==> src/core/osd_pkg.sv <==
// Purpose: Shared constants and types for the display RAM write port
// Assumes: Eight-bit processor register bus, one clock
// Notes:   Display word is {select, colour[2:0], code[5:0]}
package osd_pkg;
	// ----------------------------------------
	// Register addresses
	// ----------------------------------------
	localparam logic [7:0] ATTR_ADDR = 8'h98;
	localparam logic [7:0] CODE_ADDR = 8'h99;
	localparam logic [7:0] PTR_ADDR  = 8'h9A;

	// ----------------------------------------
	// Field layout and reset values
	// ----------------------------------------
	localparam int         PTR_W     = 7;
	localparam int         CODE_W    = 6;
	localparam int         COL_W     = 3;
	localparam int         WORD_W    = 10;
	localparam int         SEL_BIT   = 4;
	localparam int         END_BIT   = 4;
	localparam int         SHORT_BIT = 2;
	localparam int         DBL_BIT   = 1;
	localparam int         SHAD_BIT  = 0;
	localparam logic [7:0] ATTR_MASK = 8'h17;
	localparam logic [7:0] ATTR_RST  = 8'h00;
	localparam logic [6:0] PTR_RST   = 7'h00;
	localparam logic [2:0] BG_RST    = 3'h0;

	// ----------------------------------------
	// Control character codes
	// ----------------------------------------
	localparam logic [5:0] CODE_BLANK  = 6'h3C;
	localparam logic [5:0] CODE_ROWEND = 6'h3D;
	localparam logic [5:0] CODE_BGBLNK = 6'h3E;
	localparam logic [5:0] CODE_SPLIT  = 6'h3F;

	typedef enum logic [2:0] {
		CLS_CHAR,
		CLS_ROW_END,
		CLS_BLANK,
		CLS_BG_BLANK,
		CLS_SPLIT
	} code_class_t;
endpackage

==> src/core/dram_if.sv <==
// Purpose: Write and read ports of the display RAM
// Assumes: Both ports on the processor clock
// Notes:   Separate ports so writes never block fetches
`timescale 1ns/1ps
interface dram_if #(
	parameter int ADDR_W = 7,
	parameter int DATA_W = 10
) ();
	logic              wr_en;
	logic [ADDR_W-1:0] wr_addr;
	logic [DATA_W-1:0] wr_data;
	logic              rd_en;
	logic [ADDR_W-1:0] rd_addr;
	logic [DATA_W-1:0] rd_data;

	modport ram  (input wr_en, wr_addr, wr_data, rd_en, rd_addr, output rd_data);
	modport user (output wr_en, wr_addr, wr_data, rd_en, rd_addr, input rd_data);
endinterface

==> src/core/osd_display_ram_write_port.sv <==
// Purpose: Processor port to the display RAM plus control-code handling
// Assumes: Fetch, scan and character timing come from logic on mclk_i
// Notes:   Display word is {select, colour[2:0], code[5:0]}
`timescale 1ns/1ps
module osd_display_ram_write_port #(
	parameter int ADDR_W = 7
) (
	input  wire logic                          mclk_i,
	input  wire logic                          rstn_i,
	input  wire logic [7:0]                    sfr_addr_i,
	input  wire logic [7:0]                    sfr_wdata_i,
	input  wire logic                          sfr_wr_i,
	input  wire logic                          sfr_rd_i,
	output logic      [7:0]                    sfr_rdata_o,
	input  wire logic                          fetch_en_i,
	input  wire logic [osd_pkg::PTR_W-1:0]     fetch_addr_i,
	output logic      [osd_pkg::WORD_W-1:0]    fetch_word_o,
	output logic                               fetch_valid_o,
	input  wire logic                          vscan_start_i,
	input  wire logic                          char_left_i,
	input  wire logic                          char_half_i,
	input  wire logic                          osd_enable_i,
	output logic      [osd_pkg::COL_W-1:0]     fg_colour_o,
	output logic                               bg_select_o,
	output logic      [osd_pkg::COL_W-1:0]     bg_colour_o,
	output logic                               row_end_o,
	output logic                               blank_o,
	output logic                               end_flag_o,
	output logic                               short_row_o,
	output logic                               double_o,
	output logic                               shadow_o
);
	import osd_pkg::*;

	// Only the documented depth of 128 words is served
	if (ADDR_W != PTR_W) begin : g_bad_width
		$error("ADDR_W must equal the pointer width");
	end

	// Classify a six-bit code; used on fetch and in checks
	function automatic code_class_t classify(input logic [CODE_W-1:0] c);
		unique case (c)
			CODE_ROWEND: classify = CLS_ROW_END;
			CODE_BLANK:  classify = CLS_BLANK;
			CODE_BGBLNK: classify = CLS_BG_BLANK;
			CODE_SPLIT:  classify = CLS_SPLIT;
			default:     classify = CLS_CHAR;
		endcase
	endfunction

	// ----------------------------------------
	// Display RAM and its two ports
	// ----------------------------------------
	dram_if #(.ADDR_W(ADDR_W), .DATA_W(WORD_W)) bus ();

	display_ram #(.ADDR_W(ADDR_W), .DATA_W(WORD_W)) u_ram (
		.mclk_i (mclk_i),
		.rstn_i (rstn_i),
		.port   (bus.ram)
	);

	// ----------------------------------------
	// Register bus decode
	// ----------------------------------------
	logic wr_attr;
	logic wr_code;
	logic wr_ptr;

	assign wr_attr = sfr_wr_i && (sfr_addr_i == ATTR_ADDR);
	assign wr_code = sfr_wr_i && (sfr_addr_i == CODE_ADDR);
	assign wr_ptr  = sfr_wr_i && (sfr_addr_i == PTR_ADDR);

	// ----------------------------------------
	// Attribute latch, pointer, read data
	// ----------------------------------------
	logic [7:0]        attr_r, attr_nxt;
	logic [PTR_W-1:0]  ptr_r, ptr_nxt;
	logic [7:0]        rdata_r, rdata_nxt;

	// Reserved attribute bits are not kept so they read as zero
	always_comb begin
		attr_nxt  = attr_r;
		ptr_nxt   = ptr_r;
		rdata_nxt = rdata_r;
		if (wr_attr) begin
			attr_nxt = sfr_wdata_i & ATTR_MASK;
		end
		if (wr_ptr) begin
			ptr_nxt = sfr_wdata_i[PTR_W-1:0];
		end else if (wr_code) begin
			ptr_nxt = ptr_r + 7'h01;
		end
		if (sfr_rd_i) begin
			unique case (sfr_addr_i)
				ATTR_ADDR: rdata_nxt = attr_r;
				PTR_ADDR:  rdata_nxt = {1'b0, ptr_r};
				default:   rdata_nxt = 8'h00;
			endcase
		end
	end

	always_ff @(posedge mclk_i) begin
		if (!rstn_i) begin
			attr_r  <= ATTR_RST;
			ptr_r   <= PTR_RST;
			rdata_r <= 8'h00;
		end else begin
			attr_r  <= attr_nxt;
			ptr_r   <= ptr_nxt;
			rdata_r <= rdata_nxt;
		end
	end

	// RAM write joins the latch with the low code bits only
	assign bus.wr_en   = wr_code;
	assign bus.wr_addr = ptr_r;
	assign bus.wr_data = {attr_r[SEL_BIT], attr_r[COL_W-1:0], sfr_wdata_i[CODE_W-1:0]};

	// Fetch side never waits on the processor
	assign bus.rd_en   = fetch_en_i;
	assign bus.rd_addr = fetch_addr_i;

	// ----------------------------------------
	// Fetched word interpretation
	// ----------------------------------------
	logic [WORD_W-1:0] cur_r, cur_nxt;
	logic              valid_r, valid_nxt;
	logic              split_r, split_nxt;
	logic [COL_W-1:0]  fg_r, fg_nxt;
	logic              sel_r, sel_nxt;
	logic [COL_W-1:0]  bg_r, bg_nxt;
	logic              rowend_r, rowend_nxt;
	logic              blank_r, blank_nxt;
	logic              end_r, end_nxt;
	logic              short_r, short_nxt;
	logic              dbl_r, dbl_nxt;
	logic              shad_r, shad_nxt;
	code_class_t       fcls;
	code_class_t       ccls;
	logic [COL_W-1:0]  fcol;
	logic              fsel;

	assign fcls = classify(bus.rd_data[CODE_W-1:0]);
	assign ccls = classify(cur_r[CODE_W-1:0]);
	assign fcol = cur_r[CODE_W+COL_W-1:CODE_W];
	assign fsel = cur_r[WORD_W-1];

	// Row flags: a row end fetched in the scan-start cycle still counts
	always_comb begin
		cur_nxt    = cur_r;
		valid_nxt  = fetch_en_i;
		split_nxt  = split_r;
		fg_nxt     = fg_r;
		sel_nxt    = sel_r;
		bg_nxt     = bg_r;
		rowend_nxt = rowend_r;
		blank_nxt  = blank_r;
		end_nxt    = end_r;
		short_nxt  = short_r;
		dbl_nxt    = dbl_r;
		shad_nxt   = shad_r;
		if (vscan_start_i) begin
			end_nxt   = 1'b0;
			short_nxt = 1'b0;
			dbl_nxt   = 1'b0;
			shad_nxt  = 1'b0;
		end
		if (valid_r) begin
			cur_nxt = bus.rd_data;
			if (fcls == CLS_ROW_END) begin
				if (bus.rd_data[CODE_W+END_BIT-1]) begin
					end_nxt = 1'b1;
				end else begin
					short_nxt = bus.rd_data[CODE_W+SHORT_BIT];
					dbl_nxt   = bus.rd_data[CODE_W+DBL_BIT];
					shad_nxt  = bus.rd_data[CODE_W+SHAD_BIT];
				end
			end
		end
		// Character shown from its left edge onward
		if (char_left_i) begin
			rowend_nxt = (ccls == CLS_ROW_END);
			blank_nxt  = (ccls != CLS_CHAR) && (ccls != CLS_ROW_END);
			split_nxt  = 1'b0;
			unique case (ccls)
				CLS_CHAR: begin
					fg_nxt  = fcol;
					sel_nxt = fsel;
				end
				CLS_BG_BLANK: begin
					if (osd_enable_i) begin
						sel_nxt = fsel;
						bg_nxt  = fcol;
					end
				end
				CLS_SPLIT: begin
					split_nxt = osd_enable_i;
				end
				CLS_BLANK: begin
					bg_nxt = bg_r;
				end
				CLS_ROW_END: begin
					blank_nxt = 1'b0;
				end
			endcase
		end else if (char_half_i && split_r) begin
			sel_nxt   = fsel;
			bg_nxt    = fcol;
			split_nxt = 1'b0;
		end
	end

	always_ff @(posedge mclk_i) begin
		if (!rstn_i) begin
			cur_r    <= '0;
			valid_r  <= 1'b0;
			split_r  <= 1'b0;
			fg_r     <= BG_RST;
			sel_r    <= 1'b0;
			bg_r     <= BG_RST;
			rowend_r <= 1'b0;
			blank_r  <= 1'b0;
			end_r    <= 1'b0;
			short_r  <= 1'b0;
			dbl_r    <= 1'b0;
			shad_r   <= 1'b0;
		end else begin
			cur_r    <= cur_nxt;
			valid_r  <= valid_nxt;
			split_r  <= split_nxt;
			fg_r     <= fg_nxt;
			sel_r    <= sel_nxt;
			bg_r     <= bg_nxt;
			rowend_r <= rowend_nxt;
			blank_r  <= blank_nxt;
			end_r    <= end_nxt;
			short_r  <= short_nxt;
			dbl_r    <= dbl_nxt;
			shad_r   <= shad_nxt;
		end
	end

	// ----------------------------------------
	// Outputs, all from flip-flops
	// ----------------------------------------
	assign sfr_rdata_o   = rdata_r;
	assign fetch_word_o  = bus.rd_data;
	assign fetch_valid_o = valid_r;
	assign fg_colour_o   = fg_r;
	assign bg_select_o   = sel_r;
	assign bg_colour_o   = bg_r;
	assign row_end_o     = rowend_r;
	assign blank_o       = blank_r;
	assign end_flag_o    = end_r;
	assign short_row_o   = short_r;
	assign double_o      = dbl_r;
	assign shadow_o      = shad_r;

	logic fetch_rowend;
	assign fetch_rowend = valid_r && (fcls == CLS_ROW_END);
endmodule // osd_display_ram_write_port

==> src/core/display_ram.sv <==
// Purpose: Simple dual-port display memory, one write port and one read port
// Assumes: One clock; read data registered
// Notes:   Reading an address in the cycle it is written returns old data
`timescale 1ns/1ps
module display_ram #(
	parameter int ADDR_W = 7,
	parameter int DATA_W = 10
) (
	input  wire logic mclk_i,
	input  wire logic rstn_i,
	dram_if.ram       port
);
	localparam int DEPTH = 1 << ADDR_W;

	logic [DATA_W-1:0] mem [DEPTH];
	logic [DATA_W-1:0] rd_r;

	// ----------------------------------------
	// Storage and registered read
	// ----------------------------------------
	// Memory array carries no reset; contents are software's job
	always_ff @(posedge mclk_i) begin
		if (port.wr_en) begin
			mem[port.wr_addr] <= port.wr_data;
		end
	end

	// Read port is independent of the write port
	always_ff @(posedge mclk_i) begin
		if (!rstn_i) begin
			rd_r <= '0;
		end else if (port.rd_en) begin
			rd_r <= mem[port.rd_addr];
		end
	end

	assign port.rd_data = rd_r;
endmodule // display_ram

==> config.mk <==
export PLATFORM = sky130hd
export DESIGN_NAME = osd_display_ram_write_port
export DESIGN_NICKNAME = d
export VERILOG_FILES = /design/src/core/osd_pkg.sv /design/src/core/dram_if.sv /design/src/core/osd_display_ram_write_port.sv /design/src/core/display_ram.sv
export SDC_FILE = /design/constraint.sdc
export NUM_CORES = 1
export LEC_CHECK = 0
export ABC_CLOCK_PERIOD_IN_PS = 3700
export BUFFER_PORTS_ARGS = -buffer_cell sky130_fd_sc_hd__clkbuf_2
export CORE_AREA = 2 2 347 349
export DETAILED_ROUTE_END_ITERATION = 16
export DIE_AREA = 0 0 349 351
export GPL_ROUTABILITY_DRIVEN = 0
export PLACE_DENSITY = 0.67
export SETUP_SLACK_MARGIN = 0.3
export SLEW_MARGIN = 10
export SYNTH_ARGS = -nofsm -noshare
export SYNTH_HDL_FRONTEND = slang
export SYNTH_SLANG_ARGS = --single-unit
==> constraint.sdc <==
create_clock -name mclk_i -period 3.7 [get_ports mclk_i]
set_clock_uncertainty 0.15 [all_clocks]
set_input_delay 0.74 -clock mclk_i [delete_from_list [all_inputs] [get_ports mclk_i]]
set_output_delay 0.74 -clock mclk_i [all_outputs]
set_load 0.1 [all_outputs]
# Word level (Yosys, flattened, before mapping)
# Memories as Yosys holds them, arrays and structs flattened. A register that Yosys moved wholly into a read port is not among the register bits.
# Cells that the tools add are included.
[totals] wordCells=85 regBits=44 memories=1 ram_bits=1280 out_inout_bits=32 in_bits=32
[memory_table] name="u_ram.mem" words=128 width=10 read_ports=1 rd_clocked_by_memory_dff=1 wr=1 line_no="display_ram.sv:15" rtl="logic [DATA_W-1:0] mem [DEPTH];"
[op_classes] muxes=35 addsub=1 n_reduce_logical=13 eq_ne=20
[ops] op="equality test 6 bit (second input constant)" count=8
[ops] op="2-to-1 mux 1 bit" count=25
[ops] op="equality test 8 bit (second input constant)" count=3
[ops] op="case mux 3 bit (4 select lines)" count=2
[ops] op="2-to-1 mux 7 bit" count=2
[ops] op="case mux 7 bit (2 select lines)" count=1
[ops] op="2-to-1 mux 3 bit" count=4
[ops] op="adder 7 x 1 -> 7 bit (second input constant)" count=1
[ops] op="equality test 3 x 1 -> 1 bit (second input constant)" count=2
[ops] op="!= test 3 x 1 -> 1 bit (second input constant)" count=2
[ops] op="AND reduction 3 bit" count=2
[ops] op="logical AND 1 bit" count=5
[ops] op="!= test 2 x 1 -> 1 bit (second input constant)" count=2
[ops] op="nonzero test 2 bit" count=2
[ops] op="equality test 3 x 2 -> 1 bit (second input constant)" count=1
[ops] op="equality test 3 bit (second input constant)" count=1
[ops] op="logical NOT 3 bit" count=1
[ops] op="!= test 3 bit (second input constant)" count=1
[ops] op="nonzero test 3 bit" count=1
[ops] op="case mux 1 bit (2 select lines)" count=1
[ops] op="AND reduction 2 bit" count=1
[ops] op="logical NOT 1 bit" count=1

# Longest topological paths before layout
[depth] word_depth=5 ltp_mapped=12 ltp_nobuf=6

# By module
# Synthesis repeated with hierarchy kept, for this count alone.
[unflattened] cells_unflattened=2660 area_unflattened_um2=52306.4
[modules_own_cells] mod="display_ram" area_per_inst_um2=50221.9 seq_area_each_um2=38637.1 cells_each=2433 instances=1
[modules_own_cells] mod="osd_display_ram_write_port" area_per_inst_um2=2084.5 seq_area_each_um2=860.8 cells_each=227 instances=1

# Least setup slack after synthesis
# Ideal clock, no wire load.
[synth_timing] kind="input -> register" start="input port sfr_addr_i[5]" end="memory u_ram.mem[72][0] (enable)" slack_ns=0.133 t_required_ns=3.146 n_path_buf=2 stages=6 arrival_time_ns=3.013 setup_ns=0.404 path_cell_list="nand4bb_1 or3_1 clkbuf_1 or2_2 clkbuf_1 nor4_1"
[synth_via] elab_chain_len=4
[synth_rtl] item="from (decl)" line_no="osd_display_ram_write_port.sv:10" rtl="input wire logic [7:0] sfr_addr_i,"
[synth_rtl] item="equality test 8 bit" line_no="osd_display_ram_write_port.sv:70" rtl="assign wr_code = sfr_wr_i && (sfr_addr_i == CODE_ADDR);"
[synth_rtl] item="logical AND 1 bit" line_no="osd_display_ram_write_port.sv:70"
[synth_rtl] item="2-to-1 mux 1 bit" line_no="display_ram.sv:23" rtl="if (port.wr_en) begin"
[synth_rtl] item="2-to-1 mux 1 bit (implied by the code)" line_no="display_ram.sv:24" rtl="mem[port.wr_addr] <= port.wr_data;"
[synth_rtl] item="to (decl)" line_no="display_ram.sv:15"
# No other way between the ends.

# Worst setup path in the final report
[layout_timing] start="register valid_r (netlist: fetch_valid_o)" end="output port fetch_valid_o"
[layout_rtl] item="from (decl)" line_no="osd_display_ram_write_port.sv:127" rtl="logic valid_r, valid_nxt;"
[layout_rtl] item="from (signal assigned)" line_no="osd_display_ram_write_port.sv:229" rtl="valid_r <= valid_nxt;"
[layout_rtl] item="to (decl)" line_no="osd_display_ram_write_port.sv:18" rtl="output logic fetch_valid_o,"
# No word-level cell between the ends.

==> key figures <==
Route
  • Residual DRC: 0
  • DR WL/cell: 27.1 µm
  • Pre-antenna DRT Iters: 7
  • Final WL: 121000 µm
  • Initial DRC Count: 2906
  • Vias per cell: 5.84
  • Post-detailed-route count of antenna-violating nets: 0
  • Vias: 26116

Critical path
  • Peak fanout along the critical path: 13
  • Crit-path leading delay family: flip-flops
  • Worst path slowest cell: dfxtp_1
  • CP required: 2.81 ns
  • Worst reg2reg path startpoint: bus.wr_addr[5]
  • Worst path cell trace: clkbuf_2
  • Crit-path max cell delay: 0.76 ns
  • WP buf/inv: 1
  • WS Path Type: reg2out
  • Critical path launch point type: flop
  • Crit path from: fetch_valid_o
  • Crit path capture type: output pin
  • Data arrival, critical path: 2.06 ns

Floorplanning
  • Core area: 119000 µm²
  • Die H: 351 µm
  • Die area: 122000 µm²
  • Row count: 127
  • Boundary Pins: 64
  • Initial Util: 43.6%
  • Die Width: 349 µm

Clock network
  • Resized cells post-CTS: 0
  • CTS tree: done
  • Reg clk slew, reported paths: 0.06 ns
  • Clk sink count: 1333
  • Htree depth: 4
  • Post-CTS Setup Bufs: 0
  • CTS Buf Count: 132
  • Skew-Pair Late Insertion Delay: 0.73 ns
  • Clock root buffer: clkbuf_16
  • Clk buf depth: 3
  • CTS Hold Buffers Added: 0

Synthesis
  • Count leader, synth: edfxtp_1
  • Number of synthesized flops with an enable pin: 1280
  • Synth top cells by count: 1280 x edfxtp_1, 314 x mux4_2, 156 x nor2_1
  • Async SR Flop Fraction: 0%
  • Synthesized Nets: 2543
  • Ranking of synthesized cells by area: edfxtp_1 74%, mux4_2 14%, mux2i_1 2.4%
  • Distinct cells, synth: 52
  • Post-synthesis sequential area ratio: 76.1%
  • Yosys warns: 0
  • Mapped Cells: 2510
  • Mapped Area: 51900 µm²
  • #FFs+latches synth: 1333
  • Cell taking the most area after synthesis: edfxtp_1
  • Share of the synthesized area in the top cell type: 74.1%
  • Ys flop type: edfxtp_1
  • Avg Cell Area, Syn: 20.7 µm²

Global route
  • First-pass GRT wire length: 177000 µm
  • GRT Util Overall: 19.8%
  • Vias in the first global route: 26427
  • GR Overflow Total: 0
  • Antenna violations before repair: 0
  • Largest net degree at the start of global routing: 109

Timing
  • Rel. slew slack: 14.5%
  • RSZ-0062 raised after global routing: false
  • Pins over their slew limit: 0
  • Final setup fails: 0
  • Final min period: 2.95 ns
  • Final Cycle Share: 79.7%
  • Fin Setup TNS: 0 ns
  • Max Clk Rate: 339 MHz
  • Least-Margin Pin Slew: 1.28 ns
  • Final hold vios: 0

Run
  • # Max-Cap Violations: 0

Min path
  • Worst Hold Class: in2reg
  • Hold Crit Start: sfr_wdata_i[6]

Place
  • HPWL Detailed: 75900 µm
  • Placed cells: 4232
  • IO Port Bufs: 61

Run status
  • Status: finished clean

Finish
  • Final nets: 2853
  • Area Growth Syn to Fin: 15.4%
  • Post-Layout Cell Count: 4473
  • Share of cells above drive strength 1: 29.0%
  • Number of diodes: 0
  • Final Util: 50.3%

Pwr
  • Power, Total: 30.8 mW
  • VDD IR max: 0.000458 V
  • Power Density: 515 nW/µm²
  • P_leak: 19.9 nW
-- through the flow --
step	worst slack (ns)	cell area [µm²]	hold slack [ns]
final	0.750	59900	0.197
after global routing	0.673	59900	0.199
after CTS	0.713	59800	0.148
after detailed placement	0.112	55600	0.329
after global placement	0.133	55600	0.315
after floorplan	0.445	51900	0.330
-- cell usage in the layout (no fill, tap or decap), types with 8 or more instances in the layout --
master,Yosys,final
clkinv_2,0,22
buf_12,0,25
clkbuf_1,60,28
nand3_1,24,24
a21oi_1,52,52
mux2i_1,127,127
edfxtp_1,1280,1280
nor2b_1,49,49
clkinv_1,1,23
o22ai_1,9,9
mux4_2,314,314
nor2_1,156,156
dfxtp_1,53,49
a22oi_1,53,53
mux2_2,10,10
inv_1,10,10
a21boi_0,10,10
inv_6,0,8
bufinv_16,0,10
nor3_1,14,14
o21ai_0,28,28
a211oi_1,11,11
clkbuf_16,0,134
buf_4,33,239
and2_1,11,11
nand2_1,60,60
clkbuf_2,1,51
nor4_1,18,16
-- metal layers --
metal  up-vias  share of wire, %  GRT usage [%]
met4         0               3.0           6.48
met1     13698                40           27.3
met3       204               8.3           4.03
li1      10990                 -              -
met2      1224                48           31.8
met5         -                 0              0
-- cells by family after synthesis --
logic type               synth area share (%)
AO/OA/AOI/OAI                            2.53
adder cells (fa/ha/maj)                0.0241
buffers and inverters                    1.64
flip-flops                               76.1
multiplexers                             16.3
other                                 0.00723
AND/OR/NAND/NOR                          3.40
-- report_power, final --
group          switching [mW]  internal, mW  leakage [nW]
combinational           0.847         0.536          5.24
sequential             0.0383          16.4          12.6
clock                    5.51          7.45          2.05
total                    6.40          24.4          19.9
-- worst paths after layout --
check | end | slack, ns | cells after the start
min | bus.wr_addr[6] | 0.20 | 3
max reg2reg | u_ram.mem[101][4] | 1.00 | 4
max | fetch_valid_o | 0.75 | 1
min reg2reg | fg_colour_o[1] | 0.34 | 2
-- layout make-up --
cell class,instances,area [µm²]
clock inverter,73,688
fill,9178,59100
tap,1548,1940
inverter,11,41.3
sequential,1333,39500
timing repair buffer,320,2650
multi-input combinational,1022,11600
clock buffer,166,3500
-- worst min-delay path, cell delays in order --
cell and delay, ns:
clkbuf_2 0.09, a21oi_1 0.11, a21boi_0 0.08
-- state kept, by name (all words and copies together) (netlist names) --
signal and flops:
attr_r 4, bg_colour_o 3, bg_select_o 1, blank_o 1
bus.wr_addr 7, cur_r 10, double_o 1, end_flag_o 1
fetch_valid_o 1, fg_colour_o 3, row_end_o 1, sfr_rdata_o 7
shadow_o 1, short_row_o 1, split_r 1, u_ram.mem 1280
u_ram.port.rd_data 10
No activity file was read; power rests on OpenSTA's default activity.
